`config.mk`:
```
export PLATFORM = sky130hd
export DESIGN_NAME = ipic_core
export DESIGN_NICKNAME = d
export VERILOG_FILES = /design/src/design/ipic_pkg.sv /design/src/design/ipic_core.sv
export VERILOG_INCLUDE_DIRS = /design/src /design/src/design
export SDC_FILE = /design/constraint.sdc
export NUM_CORES = 1
export LEC_CHECK = 0
export BUFFER_PORTS_ARGS = -buffer_cell sky130_fd_sc_hd__buf_2
export CORE_MARGIN = 1
export CORE_UTILIZATION = 50
export DETAILED_ROUTE_END_ITERATION = 6
export PLACE_DENSITY = 0.88
export RECOVER_POWER = 50
export SYNTH_ARGS = -nofsm -noshare
export SYNTH_HDL_FRONTEND = slang
export SYNTH_SLANG_ARGS = --single-unit
```
`constraint.sdc`:
```
create_clock -name clk_i -period 3.1 [get_ports clk_i]
set_input_delay 0.775 -clock clk_i [delete_from_list [all_inputs] [get_ports clk_i]]
set_output_delay 0.775 -clock clk_i [all_outputs]
set_load 0.02 [all_outputs]
```
`src/design/ipic_regs.svh`:
```
// Purpose: Register offsets, field positions, reset values and timing counts.
// Assumes: Classic Wishbone with 32-bit data; one aligned word per register.
// Notes:   Definitions only.
`ifndef IPIC_REGS_SVH
`define IPIC_REGS_SVH

// ----------------------------------------------------------------------------
// Register map
// ----------------------------------------------------------------------------
`define IPIC_ADDR_W          6
`define IPIC_OFS_PRIO        6'h00
`define IPIC_OFS_PWR         6'h04
`define IPIC_OFS_STATE       6'h08
`define IPIC_OFS_ENABLE      6'h0c
`define IPIC_OFS_IRQ_STAT    6'h10
`define IPIC_OFS_IRQ_MASK    6'h14
`define IPIC_OFS_MCD_CTRL    6'h18

// ----------------------------------------------------------------------------
// Fields and reset values
// ----------------------------------------------------------------------------
`define IPIC_PRIO_RST        8'h00
`define IPIC_EN_RST          8'h00
`define IPIC_PWR_IDLE_BIT    0
`define IPIC_PWR_STOP_BIT    1
`define IPIC_EV_IDLE_BIT     0
`define IPIC_EV_STOP_BIT     1
`define IPIC_EV_WAKE_BIT     2
`define IPIC_EV_RESET_BIT    3
`define IPIC_EV_W            4
`define IPIC_RESET_VECTOR    16'h0000

// ----------------------------------------------------------------------------
// Timing
// ----------------------------------------------------------------------------
`define IPIC_CLK_MHZ         125
`define IPIC_MCD_TIMEOUT_US  100
`define IPIC_MCD_CYCLES      (`IPIC_MCD_TIMEOUT_US * `IPIC_CLK_MHZ)

`endif

```
`src/design/ipic_pkg.sv`:
```
// Purpose: Types shared by the priority and idle control block.
// Assumes: Constants live in ipic_regs.svh.
// Notes:   None.
package ipic_pkg;

   // -------------------------------------------------------------------------
   // Types
   // -------------------------------------------------------------------------
   typedef enum logic [1:0] {
      PWR_RUN,
      PWR_IDLE,
      PWR_STOP
   } ipic_pwr_e;

   typedef struct packed {
      logic [7:0]  prio;
      logic [7:0]  enable;
      logic [3:0]  stat;
      logic [3:0]  mask;
      logic        mcd_en;
      ipic_pwr_e   mode;
      logic        ack;
      logic [31:0] rdata;
      logic        cpu_run;
      logic        svc_valid;
      logic        svc_high;
      logic [2:0]  svc_id;
      logic        fetch_reset;
      logic [15:0] resume_pc;
      logic        resume_pending;
   } ipic_state_s;

endpackage

```
`src/design/ipic_core.sv`:
```
// Purpose: Interrupt priority register and idle/stop power control.
// Assumes: Single clock at 125 MHz; synchronous active-high reset.
// Notes:   Wake, reset and watchdog requests come from pins and are synchronised.
//
// Functional notes
// - Eight-bit priority register, reset zero, one bit per source, high or low.
// - Two software low-power states exist: idle and stop.
// - Idle halts the processor while clocks and peripherals keep running.
// - Stop halts the clock; interrupts and timers inactive except missing-clock detector.
// - Writing power bit 0 enters idle right after the writing instruction.
// - Registers and memory keep their contents while idle.
// - Only an enabled interrupt, the reset pin or a watchdog reset ends idle.
// - Enabled-interrupt wake clears idle bit, resumes processor, services interrupt.
// - After return-from-interrupt execution continues after the idle-setting instruction.
// - Reset ending idle runs normal reset and fetches from address zero.
// - Enabled watchdog keeps counting in idle and its reset ends idle.
// - After oscillator off, the device restarts only through reset.
// - Writing power bit 1 enters stop once the writing instruction completes.
// - Stop ends only by reset, then runs from address zero.
// - Enabled missing-clock detector resets out of stop after 100 microseconds.
//
// Chosen here: register access over Wishbone and the register offsets.
`timescale 1ns/1ps
`include "ipic_regs.svh"

module ipic_core
   import ipic_pkg::*;
#(
   parameter int MCD_CYCLES = `IPIC_MCD_CYCLES
) (
   input  wire logic        clk_i,
   input  wire logic        rst_i,
   input  wire logic        cyc_i,
   input  wire logic        stb_i,
   input  wire logic        we_i,
   input  wire logic [5:0]  adr_i,
   input  wire logic [3:0]  sel_i,
   input  wire logic [31:0] dat_i,
   output logic      [31:0] dat_o,
   output logic             ack_o,
   input  wire logic [7:0]  irq_req_i,
   input  wire logic        reset_pin_i,
   input  wire logic        wdt_reset_i,
   input  wire logic        instr_done_i,
   input  wire logic [15:0] next_pc_i,
   input  wire logic        return_from_interrupt_i,
   output logic             cpu_run_o,
   output logic             clk_gate_o,
   output logic             periph_run_o,
   output logic             svc_valid_o,
   output logic             svc_high_o,
   output logic      [2:0]  svc_id_o,
   output logic             fetch_reset_o,
   output logic      [15:0] resume_pc_o,
   output logic      [15:0] fetch_addr_o,
   output logic             irq_o
);

   // -------------------------------------------------------------------------
   // Input synchronisers
   // -------------------------------------------------------------------------
   logic [9:0] sync1_r;
   logic [9:0] sync2_r;
   logic [7:0] req_s;
   logic       rst_pin_s;
   logic       wdt_s;

   always_ff @(posedge clk_i) begin
      if (rst_i) begin
         sync1_r <= '0;
         sync2_r <= '0;
      end else begin
         sync1_r <= {wdt_reset_i, reset_pin_i, irq_req_i};
         sync2_r <= sync1_r;
      end
   end

   assign req_s     = sync2_r[7:0];
   assign rst_pin_s = sync2_r[8];
   assign wdt_s     = sync2_r[9];

   // -------------------------------------------------------------------------
   // State and missing-clock counter
   // -------------------------------------------------------------------------
   ipic_state_s st_r;
   ipic_state_s st_nxt;
   logic [31:0] mcd_cnt_r;
   logic        mcd_fire;

   always_ff @(posedge clk_i) begin
      if (rst_i || st_r.mode != PWR_STOP || !st_r.mcd_en) begin
         mcd_cnt_r <= '0;
      end else if (!mcd_fire) begin
         mcd_cnt_r <= mcd_cnt_r + 32'h1;
      end
   end

   assign mcd_fire = (mcd_cnt_r >= 32'(MCD_CYCLES - 1));

   // -------------------------------------------------------------------------
   // Priority resolve
   // -------------------------------------------------------------------------
   logic [7:0] live;
   logic [7:0] hi_req;
   logic [7:0] lo_req;
   logic [2:0] hi_id;
   logic [2:0] lo_id;
   logic       hi_any;
   logic       lo_any;

   assign live   = req_s & st_r.enable;
   assign hi_req = live & st_r.prio;
   assign lo_req = live & ~st_r.prio;
   assign hi_any = |hi_req;
   assign lo_any = |lo_req;

   always_comb begin
      hi_id = 3'h0;
      lo_id = 3'h0;
      for (int i = 7; i >= 0; i--) begin
         if (hi_req[i]) begin
            hi_id = 3'(i);
         end
         if (lo_req[i]) begin
            lo_id = 3'(i);
         end
      end
   end

   // -------------------------------------------------------------------------
   // Next state
   // -------------------------------------------------------------------------
   logic       wr;
   logic       rd;
   logic       any_reset;
   logic [3:0] ev;
   logic [7:0] wbyte;

   assign wr        = cyc_i && stb_i && we_i && !st_r.ack;
   assign rd        = cyc_i && stb_i && !we_i && !st_r.ack;
   assign wbyte     = sel_i[0] ? dat_i[7:0] : 8'h00;
   assign any_reset = rst_pin_s || wdt_s || mcd_fire;

   always_comb begin
      st_nxt           = st_r;
      ev               = '0;
      st_nxt.ack       = cyc_i && stb_i && !st_r.ack;
      st_nxt.svc_valid = 1'b0;
      st_nxt.fetch_reset = 1'b0;
      st_nxt.rdata     = '0;
      if (rd) begin
         case (adr_i)
            `IPIC_OFS_PRIO:     st_nxt.rdata = {24'h0, st_r.prio};
            `IPIC_OFS_PWR:      st_nxt.rdata = 32'h0;
            `IPIC_OFS_STATE:    st_nxt.rdata = {30'h0, st_r.mode};
            `IPIC_OFS_ENABLE:   st_nxt.rdata = {24'h0, st_r.enable};
            `IPIC_OFS_IRQ_STAT: st_nxt.rdata = {28'h0, st_r.stat};
            `IPIC_OFS_IRQ_MASK: st_nxt.rdata = {28'h0, st_r.mask};
            `IPIC_OFS_MCD_CTRL: st_nxt.rdata = {31'h0, st_r.mcd_en};
            default:            st_nxt.rdata = 32'h0;
         endcase
      end
      if (wr && sel_i[0]) begin
         case (adr_i)
            `IPIC_OFS_PRIO:     st_nxt.prio   = wbyte;
            `IPIC_OFS_ENABLE:   st_nxt.enable = wbyte;
            `IPIC_OFS_IRQ_MASK: st_nxt.mask   = wbyte[3:0];
            `IPIC_OFS_MCD_CTRL: st_nxt.mcd_en = wbyte[0];
            `IPIC_OFS_IRQ_STAT: st_nxt.stat   = st_r.stat & ~wbyte[3:0];
            default:            st_nxt.mode   = st_r.mode;
         endcase
      end
      case (st_r.mode)
         PWR_RUN: begin
            if (wr && sel_i[0] && adr_i == `IPIC_OFS_PWR) begin
               if (wbyte[`IPIC_PWR_STOP_BIT]) begin
                  st_nxt.mode = PWR_STOP;
                  ev[`IPIC_EV_STOP_BIT] = 1'b1;
               end else if (wbyte[`IPIC_PWR_IDLE_BIT]) begin
                  st_nxt.mode = PWR_IDLE;
                  st_nxt.resume_pc = next_pc_i;
                  ev[`IPIC_EV_IDLE_BIT] = 1'b1;
               end
            end
            if (hi_any) begin
               st_nxt.svc_valid = 1'b1;
               st_nxt.svc_high  = 1'b1;
               st_nxt.svc_id    = hi_id;
            end else if (lo_any) begin
               st_nxt.svc_valid = 1'b1;
               st_nxt.svc_high  = 1'b0;
               st_nxt.svc_id    = lo_id;
            end
            if (return_from_interrupt_i && st_r.resume_pending) begin
               st_nxt.resume_pending = 1'b0;
            end
         end
         PWR_IDLE: begin
            if (any_reset) begin
               st_nxt.mode = PWR_RUN;
               ev[`IPIC_EV_RESET_BIT] = 1'b1;
            end else if (hi_any || lo_any) begin
               st_nxt.mode = PWR_RUN;
               st_nxt.resume_pending = 1'b1;
               ev[`IPIC_EV_WAKE_BIT] = 1'b1;
            end
         end
         PWR_STOP: begin
            if (any_reset) begin
               st_nxt.mode = PWR_RUN;
               ev[`IPIC_EV_RESET_BIT] = 1'b1;
            end
         end
         default: st_nxt.mode = PWR_RUN;
      endcase
      // No grant once the core halts.
      // A grant in the entry cycle would reach a core that is already stopped.
      if (st_nxt.mode != PWR_RUN) begin
         st_nxt.svc_valid = 1'b0;
      end
      if (ev[`IPIC_EV_RESET_BIT]) begin
         st_nxt.fetch_reset    = 1'b1;
         st_nxt.resume_pending = 1'b0;
      end
      // Processor stops in idle and stop.
      st_nxt.cpu_run = (st_nxt.mode == PWR_RUN);
      // Set wins over a same-cycle clear.
      st_nxt.stat = st_nxt.stat | ev;
   end

   always_ff @(posedge clk_i) begin
      if (rst_i) begin
         st_r        <= '0;
         st_r.prio   <= `IPIC_PRIO_RST;
         st_r.enable <= `IPIC_EN_RST;
         st_r.mode   <= PWR_RUN;
         st_r.cpu_run <= 1'b1;
      end else begin
         st_r <= st_nxt;
      end
   end

   // -------------------------------------------------------------------------
   // Outputs
   // -------------------------------------------------------------------------
   assign dat_o        = st_r.rdata;
   assign ack_o        = st_r.ack;
   assign cpu_run_o    = st_r.cpu_run;
   // Clock and peripherals stop only in stop.
   assign clk_gate_o   = (st_r.mode == PWR_STOP);
   assign periph_run_o = (st_r.mode != PWR_STOP);
   assign svc_valid_o  = st_r.svc_valid;
   assign svc_high_o   = st_r.svc_high;
   assign svc_id_o     = st_r.svc_id;
   assign fetch_reset_o = st_r.fetch_reset;
   assign resume_pc_o  = st_r.resume_pc;
   assign fetch_addr_o = st_r.fetch_reset ? `IPIC_RESET_VECTOR : st_r.resume_pc;
   assign irq_o        = |(st_r.stat & st_r.mask);

endmodule // ipic_core

```
; ---- After elaboration in Yosys (flattened, before gate mapping)
; Index checks and enable logic that the tools add are counted.
[totals]
register_bits = 135
wordCells = 115
input_bits = 75
[classes]
reduce_logical = 33
eq_ne = 9
mux = 43
n_lt_le_gt_ge = 1
bitwise_logic = 11
addsub = 1
[op_table]
columns = operator, n
row1 = two-way mux 3 bit, 16
row2 = case mux 8 bit (6 select lines), 1
row3 = adder 32 x 1 -> 32 bit (second input constant), 1
row4 = greater-or-equal comparator 32 x 14 -> 1 bit (second input constant), 1
row5 = bitwise AND 8 bit, 3
row6 = == test 6 x 5 -> 1 bit (second input constant), 3
row7 = two-way mux 16 bit, 1
row8 = two-way mux 2 bit, 8
row9 = OR reduction 8 bit, 2
row10 = == test 6 x 4 -> 1 bit (second input constant), 2
row11 = two-way mux 11 bit, 1
row12 = two-way mux 1 bit, 10
row13 = two-way mux 5 bit, 2
row14 = AND reduction 2 bit, 5
row15 = bitwise AND 4 bit, 2
row16 = logical AND 1 bit, 8
row17 = two-way mux 4 bit, 2
row18 = two-way mux 8 bit, 1
row19 = inverter 8 bit, 1
row20 = == test 6 x 3 -> 1 bit (second input constant), 1
row21 = logical NOT 6 bit, 1
row22 = case mux 2 bit (3 select lines), 1
row23 = logical OR 1 bit, 5
row24 = logical NOT 2 bit, 2
row25 = 12 further kinds, 18

; ---- Depth between registers and ports, before layout
; Gate-level depths: netlist (run 1).
[logic_depth]
depth_word = 12
mapped_depth = 8

; ---- Least setup slack after synthesis (run 1)
; Ideal clock, no wire load.
[synth_timing]
path_type = input to register
startpoint = in adr_i[5]
endpoint = reg st_r[68] (netlist name)
setup_slack_ns = 0.602
t_arrival_ns = 2.371
cell_stages = 7
cell_sequence = or3_1 > buf_6 > nor3_1 > nor2b_1 > buf_4 > mux2i_1 > nor2_1
[synth_via]
elab_chain_len = 2
[synth_lines]
columns = element, line
row1 = "start, declared", ipic_core.sv:36  ; input wire logic [5:0] adr_i,
row2 = == test 6 x 4 -> 1 bit, ipic_core.sv:164  ; case (adr_i)
row3 = AND reduction 2 bit (no line), -
row4 = "end signal, assigned", ipic_core.sv:239  ; st_r <= st_nxt;
row5 = "end, declared", ipic_core.sv:85  ; ipic_state_s st_r;
; No other way between the ends.
; A chain may end at the register's enable or synchronous reset.

; ---- Final worst setup path (run 1)
[layout_timing]
startpoint = reg mcd_cnt_r[0]
endpoint = reg mcd_cnt_r[5]
[layout_via]
elab_chain_len = 1
elab_cells_between_ends = 2
cone_classes = 1 x add/sub / 1 x order compare
[layout_lines]
columns = element, line
row1 = "start, declared", ipic_core.sv:87  ; logic [31:0] mcd_cnt_r;
row2 = "start signal, assigned", ipic_core.sv:94  ; mcd_cnt_r <= mcd_cnt_r + 32'h1;
row3 = adder 32 x 1 -> 32 bit or greater-or-equal comparator 32 x 14 -> 1 bit (tied branches), "ipic_core.sv:94, ipic_core.sv:98"
; Parallel ways exist; a longest one is shown, timed or not.

==> results of run 1 <==
## worst max path at each step
stage | from | end | slack, ns | depth (start not counted)
after floorplan | adr_i[5] | st_r[68] | 0.60 | 7
after CTS | mcd_cnt_r[0] | mcd_cnt_r[5] | 0.69 | 8
after detailed placement | adr_i[5] | cpu_run_o | 0.38 | 7
after global placement | adr_i[5] | st_r[58] | 0.45 | 7
final | mcd_cnt_r[0] | mcd_cnt_r[5] | 0.68 | 8
after global routing | rst_i | svc_id_o[1] | 0.49 | 4
## kinds of logic (layout without fill, tap and decap cells)
logic type,Yosys count,count (layout)
and+or+nand+nor,244,244
DFF,111,111
buffers and inverters,81,127
AOI/OAI and AO/OA,73,73
muxes,26,26
xor gates and xnor gates,8,8
adders and majority gates,5,5
other,1,24
## layer usage
layer  share of wire, %  track usage, %
met5                  0               0
met4                2.3            8.81
met3                7.1            4.42
met2                 47            33.2
met1                 44            24.9
## critical path, cell delays in order, from the launching register on
cell and delay (ns):
dfxtp_1 0.36, ha_1 0.31, nor4_1 0.25, o21ai_1 0.13, a311oi_2 0.29, buf_4 0.25, nand4_2 0.22, or3_1 0.41
a21oi_1 0.15
## synthesized netlist by cell type, drive strengths merged, types with 3 or more instances
cell	instances	area (um2)
a31oi	3	18.8
o211ai	3	22.5
nand3b	10	75.1
nor4	11	105
nand3	10	50.1
dfxtp	111	2220
or3	7	43.8
nor2	50	195
a21boi	3	22.5
and3	4	25.0
a21oi	33	165
buf	57	424
mux2i	23	230
and2	21	131
or2	3	18.8
ha	5	62.6
clkbuf	15	56.3
inv	9	33.8
xor2	6	52.6
nand2b	4	25.0
nand2	66	248
nor2b	40	250
a22oi	8	60.1
nand4	12	81.3
o21ai	8	40.0
## state kept, by name, indices dropped and copies added, names as in the netlist
| signal | cells |
|---|---|
| fetch_reset_o | 1 |
| sync2_r | 10 |
| svc_high_o | 1 |
| sync1_r | 10 |
| resume_pc_o | 16 |
| svc_valid_o | 1 |
| mcd_cnt_r | 32 |
| svc_id_o | 3 |
| cpu_run_o | 1 |
| st_r | 27 |
| ack_o | 1 |
| dat_o | 8 |
## through the flow
step / cells / util (%) / power, W
2_1_floorplan: 572 / - / 0.00156
3_3_place_gp: 733 / 55.8 / 0.00158
3_5_place_dp: 733 / 55.8 / 0.00158
4_1_cts: 747 / 57.8 / 0.00243
5_1_grt: 747 / 57.3 / 0.00250
6_report: 747 / 57.3 / 0.00241
## final cells by class
class | count | area (um2)
clock buffer | 9 | 124
clock inverter | 5 | 67.6
fill | 844 | 4000
inverter | 9 | 33.8
multi-input combinational | 380 | 2270
sequential | 111 | 2220
tap | 129 | 161
timing repair buffer | 104 | 494
## power by group through the flow
| stage | logic (W) | clock network (W) | registers (W) |
|---|---|---|---|
| after floorplan | 0.0000891 | 0 | 0.00147 |
| after global placement | 0.000106 | 0 | 0.00147 |
| after detailed placement | 0.000109 | 0 | 0.00148 |
| after CTS | 0.000109 | 0.000879 | 0.00144 |
| after global routing | 0.000119 | 0.000940 | 0.00144 |
| final | 0.000109 | 0.000863 | 0.00144 |
==> flow_metrics.tcl, run 1 <==
set metrics [dict create \
    final_area_um2 5370 \
    worst_slack_ns 0.679 \
    path_class "reg -> reg" \
    whs_path_depth 1 \
    synth_compound_area_share_pct 9.69 \
    switching_share_pct 23.3 \
    fmax_ghz 0.413 \
    synth_xor_area_share_pct 1.42 \
    clkPwrFrac_pct 35.7 \
    pre_cts_slack_ns 0.383 \
    start_kind "flop" \
    portBuffers 96 \
    cts.sinks 111 \
    min_to "sync2_r[1]" \
    fin_crit_ns 2.42 \
    worst_pin_slew_ns 1.03 \
    fin_setup_tns_ns 0 \
    cts-root-buf "clkbuf_8" \
    ys_async_sr_fraction_pct 0 \
    ctsResizeCount 0 \
    grt_pass1_wl_um 15800 \
    synth_top_family_by_area "simple AND/OR/NAND/NOR gates" \
    antenna_cells 0 \
    ys.flop_type "dfxtp_1" \
    ys_seq_area_share_pct 45.2 \
    ys_types 56 \
    clk_pin_slew_ns 0.10 \
    hold_class "reg -> reg" \
    p_int_w 0.00185 \
    vias 3883 \
    layout-drive-gt1-share_pct 16.5 \
    ys_warn_count 0 \
    num-nets-final 695 \
    core_um2 9370 \
    post-route-period-util_pct 78.1 \
    dp.final_hpwl_um 7320 \
    synth_enable_flop_cells 0 \
    holdWs_ns 0.444 \
    dpl_cell_area_um2 5230 \
    endpoint_kind "flop" \
    wirelength_um 9980 \
    htreeDepth 3 \
    seqPwrFrac_pct 59.8 \
    status "finished clean" \
    drt-vias-per-instance 5.20 \
    p_switching_w 0.000563 \
    r2r-end "mcd_cnt_r[5]" \
    r2r_start "mcd_cnt_r[0]" \
    netlist_area_um2 4920 \
    cts_hold_buf 0 \
    gp_congestion 0.941 \
    antenna_left 0 \
    grt_max_degree 57 \
    grt_pass1_vias 3452 \
    cp_max_fo 14 \
    cts_tree "yes" \
    ios 150 \
    fp.dieW_um 101 \
    synth-adder-area-share_pct 1.27 \
    clkLatencyLatePin_ns 0.38 \
    rows 35 \
    most-common-layout-cells "dfxtp_1, nand2_1, buf_2" \
    synthMuxAreaShare_pct 5.59 \
    peakVddDrop_uv 283 \
    dr.pass1.iters 5 \
    pwr-share-comb_pct 4.5 \
    antenna_found_initial 0 \
    grt_overflow_total 0 \
    final_hold_viol_count 0 \
    arrival_ns 2.73 \
    maxSlewViolCount 0 \
    max_slew_margin_pct 31.1 \
    ys_ff_latch 111 \
    wl_per_cell_um 13.4 \
    clockBufferDepth 2 \
    drcViolationCount 0 \
    dieArea_um2 10200 \
    cts_setup_buffers 0 \
    syn_inst 549 \
    avgSynthCellArea_um2 8.96 \
    grt.total_usage_pct 20.0 \
    min_from "sync1_r[1]" \
    cts_buffers 9 \
    finalSetupViolCount 0 \
    die_y_um 101 \
    power.density_nw_per_um2 449 \
    drt-initial-drc-count 242 \
    reg2reg_depth 8 \
    area_growth_pct 9.20 \
    final_common_cell "dfxtp_1" \
    worst_ep_required_time_ns 3.41 \
    max-cap-violations 0 \
    skew_ns 0.00841 \
    r2r_slack_ns 0.68 \
    grt_setup_unrepaired "false" \
    p_leak_nw 2.10 \
    initial_core_util_pct 52.5 \
    synth-simple-area-share_pct 26.3 \
]
(Power assumes the default switching activity.)
==> run 2: changes to the inputs <==
--- a/config.mk
+++ b/config.mk
@@ -6,11 +6,12 @@
 export SDC_FILE = /design/constraint.sdc
 export NUM_CORES = 1
 export LEC_CHECK = 0
+export ABC_AREA = 1
 export BUFFER_PORTS_ARGS = -buffer_cell sky130_fd_sc_hd__buf_2
 export CORE_MARGIN = 1
-export CORE_UTILIZATION = 50
+export CORE_UTILIZATION = 47
 export DETAILED_ROUTE_END_ITERATION = 6
-export PLACE_DENSITY = 0.88
+export PLACE_DENSITY = 0.87
 export RECOVER_POWER = 50
 export SYNTH_ARGS = -nofsm -noshare
 export SYNTH_HDL_FRONTEND = slang
==> constraint.sdc (replaced) <==
create_clock -name clk_i -period 2.05 [get_ports clk_i]
set_input_delay 0.5125 -clock clk_i [delete_from_list [all_inputs] [get_ports clk_i]]
set_output_delay 0.5125 -clock clk_i [all_outputs]
set_load 0.02 [all_outputs]
==> run 2 against run 1 <==
Count of clock-buffer cells in the layout rose by 4. Clock skew rose by 0.0075 ns. Via count rose by 8.7%. Register-to-register slack got worse by 0.48 ns. Combinational power rose by 67%. Utilization fell by 3.7 points. Die area rose by 7.9%. Non-clock buffer count rose by 7. Clock power rose by 58%. Largest cell class is now flip-flops and latches. Sequential power rose by 51%. Synthesized area rose by 1.6%. Global-route usage fell by 0.14 points.
==> flow_metrics.tcl, run 2 <==
set metrics [dict create \
    wirelength_um 10300 \
    netlist_area_um2 5000 \
    grt.total_usage_pct 19.8 \
    pre_cts_slack_ns 0.00465 \
    grt_pass1_vias 3950 \
    drt-initial-drc-count 240 \
    cp_max_fo 5 \
    wl_per_cell_um 11.4 \
    ios 150 \
    regMostFlops "mcd_cnt_r" \
    post-synth-top-area-cell "dfxtp_1" \
    r2r_slack_ns 0.20 \
    synth_enable_flop_cells 0 \
    cts_tree "yes" \
    yosysTopAreaCellShare_pct 44.4 \
    p_switching_w 0.000830 \
    antenna_found_initial 0 \
    dp.final_hpwl_um 7670 \
    fin_crit_ns 1.94 \
    grt_pass1_wl_um 17400 \
    max_stage_delay_ns 0.39 \
    drcViolationCount 0 \
    syn_inst 685 \
    area_growth_pct 10.7 \
    most-common-layout-cells "nor2_1, inv_1, dfxtp_1" \
    maxSlewViolCount 0 \
    vias 4222 \
    r2r-end "mcd_cnt_r[12]" \
    cp_slowest_cell "dfxtp_2" \
    cts-root-buf "clkbuf_8" \
    max-cap-violations 0 \
    drt-vias-per-instance 4.67 \
    grt_setup_unrepaired "true" \
    pwr-share-comb_pct 4.9 \
    dr.pass1.iters 5 \
    r2r_start "mcd_cnt_r[0]" \
    clk_pin_slew_ns 0.10 \
    layout-drive-gt1-share_pct 13.3 \
    crit_buf_inv 3 \
    final_common_cell "nor2_1" \
    critPathTopFamily "buffers and inverters" \
    crit_top_cell "inv_1" \
    arrival_ns 1.43 \
    power_w 0.00372 \
    ys_ff_latch 111 \
    max_slew_margin_pct 52.7 \
    ys_seq_area_share_pct 44.4 \
    die_y_um 105 \
    min_to "sync1_r[1]" \
    final_util_pct 53.6 \
    portBuffers 96 \
    worst_slack_ns 0.108 \
    synth_top_cells_by_area "dfxtp_1, nor2_1, inv_1" \
    grt_overflow_total 0 \
    ys_types 39 \
    status "finished clean" \
    synthTopCellsByCount "nor2_1, inv_1, dfxtp_1, nand2_1, buf_4" \
    clockBufferDepth 2 \
    initial_core_util_pct 48.4 \
    peakVddDrop_uv 383 \
    worst_pin_slew_ns 0.709 \
    ys_warn_count 0 \
    reg2reg_depth 12 \
    path_class "reg -> out" \
    switching_share_pct 22.3 \
    holdWs_ns 0.328 \
    finalSetupViolCount 0 \
    p_int_w 0.00289 \
    endpoint_kind "primary output" \
    ys_async_sr_fraction_pct 0 \
    crit_chain "inv_1 -> ha_1 -> inv_1 -> buf_2" \
    hold_class "in -> reg" \
    cts_buffers 9 \
    htreeDepth 3 \
    skew_ns 0.0159 \
    post-route-period-util_pct 94.8 \
    clkLatencyLatePin_ns 0.38 \
    antenna_left 0 \
    fmax_ghz 0.515 \
    clkPwrFrac_pct 36.5 \
    final_hold_viol_count 0 \
    num-nets-final 843 \
    cts.sinks 111 \
    power.density_nw_per_um2 673 \
    largest_reg_flops 32 \
    p_leak_nw 2.42 \
    core_um2 10300 \
    grt_max_degree 31 \
    dieArea_um2 11100 \
    fp.dieW_um 105 \
    worst_ep_required_time_ns 1.54 \
    antenna_cells 0 \
    whs_path_depth 3 \
    min_from "irq_req_i[1]" \
    ys.flop_type "dfxtp_1" \
    start_kind "flop" \
    rows 37 \
    avgSynthCellArea_um2 7.30 \
    gp_congestion 0.835 \
    seqPwrFrac_pct 58.6 \
    synth_most_common_cell "nor2_1" \
]
==> run 2: cell types whose count changed in the layout (fill, tap and decap cells not counted), sizes merged, moves of 9 or more <==
cell and delta:
nor2 +76, and2 -21, nand3 +19, nor4 -10, nand3b -9, nor3 +10
nand2 +16, nor2b -40, a21oi +13, inv +106, o21ai +46, mux2i -23
==> run 2: worst max-delay path by stage <==
stage / cells past startpoint / endpoint / slack (ns) / from
after floorplan: 8 / resume_pc_o[6] / 0.37 / cyc_i
final: 4 / periph_run_o / 0.11 / st_r[57]
after global routing: 12 / mcd_cnt_r[11] / -0.05 / mcd_cnt_r[0]
after detailed placement: 8 / resume_pc_o[1] / 0.005 / cyc_i
after CTS: 4 / periph_run_o / 0.07 / st_r[57]
after global placement: 8 / resume_pc_o[2] / 0.05 / cyc_i
==> run 2: area by class of cell <==
class | instances | area (um2)
clock buffer | 13 | 169
clock inverter | 3 | 40.0
fill | 997 | 4790
inverter | 118 | 443
multi-input combinational | 412 | 1950
sequential | 111 | 2220
tap | 136 | 170
timing repair buffer | 111 | 534
==> run 2: worst reg2reg max path, stage by stage (launching register included) <==
cell      delay, ns
dfxtp_1        0.33
ha_1           0.22
inv_1          0.08
nand3_1        0.08
nand2_1        0.07
nand3_1        0.06
nand2_1        0.07
nand2_1        0.19
inv_1          0.21
nand3b_1       0.17
o21ai_0        0.18
nand2_1        0.07
nor2_1         0.07
==> run 2: metrics by stage <==
stage | setup TNS [ns] | cells | cell area, um2
2_1_floorplan | 0 | 708 | 5090
3_3_place_gp | 0 | 888 | 5390
3_5_place_dp | 0 | 888 | 5390
4_1_cts | 0 | 904 | 5600
5_1_grt | -0.115 | 904 | 5530
6_report | 0 | 904 | 5530
==> run 2: routing by layer <==
layer	global-route usage, %	up-vias	part of all wire (%)
li1	-	2225	-
met1	24.8	1831	47
met2	32.2	143	44
met3	3.49	23	6.0
met4	11.3	0	2.9
met5	0	-	0
==> run 2: timing repair <==
item	4_1_cts	5_1_grt
hold buffers	0	0
setup endpoints to repair	1	5
cloned	0	0
gates resized for setup	1	1
setup buffers	0	0
pin swaps	0	0
==> run 2: kinds of logic after synthesis <==
| group | Yosys count | synth area share [%] |
|---|---|---|
| AO/OA/AOI/OAI | 125 | 13.7 |
| adder cells (fa/ha/maj) | 5 | 1.25 |
| flip-flops | 111 | 44.4 |
| AND/OR/NAND/NOR | 258 | 22.4 |
| other | 1 | 0.0750 |
| buffers and inverters | 185 | 18.0 |
==> run 2: power groups by stage <==
stage	clock [W]	combinational (W)	sequential, W
global placement	0	0.000182	0.00223
finish	0.00136	0.000182	0.00218
CTS	0.00139	0.000185	0.00218
floorplan	0	0.000140	0.00223
detailed placement	0	0.000184	0.00223
global route	0.00147	0.000203	0.00218
==> run 3: changes to the inputs <==
--- a/config.mk
+++ b/config.mk
@@ -7,10 +7,11 @@
 export NUM_CORES = 1
 export LEC_CHECK = 0
 export ABC_AREA = 1
-export BUFFER_PORTS_ARGS = -buffer_cell sky130_fd_sc_hd__buf_2
+export BUFFER_PORTS_ARGS = -buffer_cell sky130_fd_sc_hd__buf_4
 export CORE_MARGIN = 1
 export CORE_UTILIZATION = 47
 export DETAILED_ROUTE_END_ITERATION = 6
+export HOLD_SLACK_MARGIN = 0.1
 export PLACE_DENSITY = 0.87
 export RECOVER_POWER = 50
 export SYNTH_ARGS = -nofsm -noshare
==> constraint.sdc (replaced) <==
create_clock -name clk_i -period 1.6 [get_ports clk_i]
set_input_delay 0.4 -clock clk_i [delete_from_list [all_inputs] [get_ports clk_i]]
set_output_delay 0.4 -clock clk_i [all_outputs]
set_load 0.02 [all_outputs]
==> run 3 against run 2 <==
The flow now finishes with violations (negative setup slack). Combinational power up 69%. Critical path type is now reg -> reg. First-iteration DRC count grew 27%. Sequential share of layout area shrank 4.9 points. Utilization grew 8.0 points. Routed wire length rose by 20%. Flip-flop and latch count unchanged.
==> flow_metrics.tcl, run 3 (same netlist as run 2, synthesis figures left out) <==
set metrics [dict create \
    min_from "irq_req_i[0]" \
    rows 37 \
    cts_hold_buf 0 \
    arrival_ns 2.01 \
    gp_congestion 0.915 \
    cts.sinks 111 \
    r2r_start "mcd_cnt_r[0]" \
    grt.total_usage_pct 21.1 \
    fmax_ghz 0.579 \
    antenna_left 0 \
    path_class "reg -> reg" \
    clkLatencyLatePin_ns 0.39 \
    multi_input_area_um2 2140 \
    core_um2 10300 \
    clk_pin_slew_ns 0.10 \
    skew_ns 0.0150 \
    antenna_cells 0 \
    cts_tree "yes" \
    final_common_cell "buf_4" \
    worst_pin_slew_ns 0.671 \
    start_kind "flop" \
    grt_max_degree 34 \
    fin_setup_tns_ns -0.344 \
    area_growth_pct 27.1 \
    most-common-layout-cells "buf_4, nor2_1, inv_1" \
    r2r-end "mcd_cnt_r[7]" \
    regMostFlops "mcd_cnt_r" \
    layout-drive-gt1-share_pct 26.9 \
    maxSlewViolCount 0 \
    ios 150 \
    die_y_um 105 \
    grt_pass1_wl_um 18500 \
    wirelength_um 12300 \
    grt_overflow_total 0 \
    drcViolationCount 0 \
    cp_max_fo 6 \
    largest_reg_flops 32 \
    endpoint_kind "flop" \
    holdWs_ns 0.212 \
    portBuffers 96 \
    violations "negative setup slack" \
    max-cap-violations 0 \
    crit_start "mcd_cnt_r[0]" \
    r2r_slack_ns -0.13 \
    worst_slack_ns -0.127 \
    peakVddDrop_uv 470 \
    fillCellCount 879 \
    final_hold_viol_count 0 \
    whs_path_depth 3 \
    cts_buffers 9 \
    antenna_found_initial 0 \
    power.density_nw_per_um2 789 \
    grt_setup_unrepaired "true" \
    area.sequential_um2 2240 \
    post-route-period-util_pct 108 \
    finalSetupViolCount 7 \
    htreeDepth 3 \
    dieArea_um2 11100 \
    hold_class "in -> reg" \
    fp.dieW_um 105 \
    reg2reg_depth 13 \
    fin_crit_ns 1.73 \
    status "finished, violations left" \
    p_leak_nw 2.77 \
    clockBufferDepth 2 \
    initial_core_util_pct 48.4 \
    drt-vias-per-instance 4.90 \
    drt-initial-drc-count 305 \
    num-nets-final 893 \
    wl_per_cell_um 12.9 \
    max_slew_margin_pct 55.3 \
    dr.pass1.iters 5 \
    dp.final_hpwl_um 8420 \
    grt_pass1_vias 4169 \
    vias 4673 \
    cts-root-buf "clkbuf_8" \
    worst_ep_required_time_ns 1.88 \
    min_to "sync1_r[0]" \
]
==> run 3: cell types whose count changed in the layout (fill, tap and decap cells not counted), sizes merged <==
cell	before	now
buf	74	127
clkbuf	50	45
bufinv	1	2
clkinv	2	1
nand3	29	30
==> run 3: timing repair <==
action | in CTS | in global routing
gates cloned | 0 | 1
setup buffers | 2 | 7
setup endpoints to repair | 22 | 59
gates resized for setup | 32 | 51
pin swaps | 2 | 16
==> run 3: where the power goes <==
part / leakage [nW] / internal [W] / switching [W]
Sequential: 0.905 / 0.00279 / 0.0000104
Combinational: 1.75 / 0.000128 / 0.000181
Clock: 0.118 / 0.00100 / 0.000907
==> run 3: worst max-delay path: stages (launching register included) <==
cell     delay, ns
dfxtp_2       0.35
ha_4          0.16
inv_2         0.05
nand3_2       0.09
nand2_2       0.09
nand3_2       0.08
nand2_2       0.09
nand2_4       0.10
buf_6         0.15
nor3_2        0.15
buf_4         0.17
nand2_2       0.05
nand2_2       0.05
a21oi_2       0.03
==> run 3: cell type report <==
cell class	count	share of cell area, %
clock buffers	12	2.60
clock inverters	3	1.02
inverters	118	7.09
multi-input cells	413	33.6
flip-flops and latches	111	35.2
well taps	136	2.68
repair buffers	160	17.7
==> run 3: stage by stage <==
stage               util (%)  instance area, um2  setup WS [ns]  std cells  power, W
floorplan                  -                5090         0.0116        708   0.00304
detailed placement      57.7                5960         -0.225        928   0.00315
global placement        57.7                5960         -0.166        928   0.00315
finish                  61.6                6350         -0.127        953   0.00501
global route            61.6                6350         -0.201        953   0.00517
CTS                     60.9                6290        -0.0638        945   0.00502
==> run 3: metal layers <==
metal | part of all wire, % | routed length [um] | GRT usage [%]
met5 | 0 | 0 | 0
met4 | 2.2 | 268 | 8.15
met3 | 7.8 | 961 | 5.18
met2 | 48 | 5970 | 36.3
met1 | 42 | 5120 | 25.2
==> run 3: worst max-delay path by stage <==
stage	endpoint	slack, ns
6_report	mcd_cnt_r[7]	-0.13
3_3_place_gp	mcd_cnt_r[12]	-0.17
4_1_cts	irq_o	-0.06
3_5_place_dp	mcd_cnt_r[12]	-0.23
5_1_grt	mcd_cnt_r[7]	-0.20
2_1_floorplan	mcd_cnt_r[4]	0.01
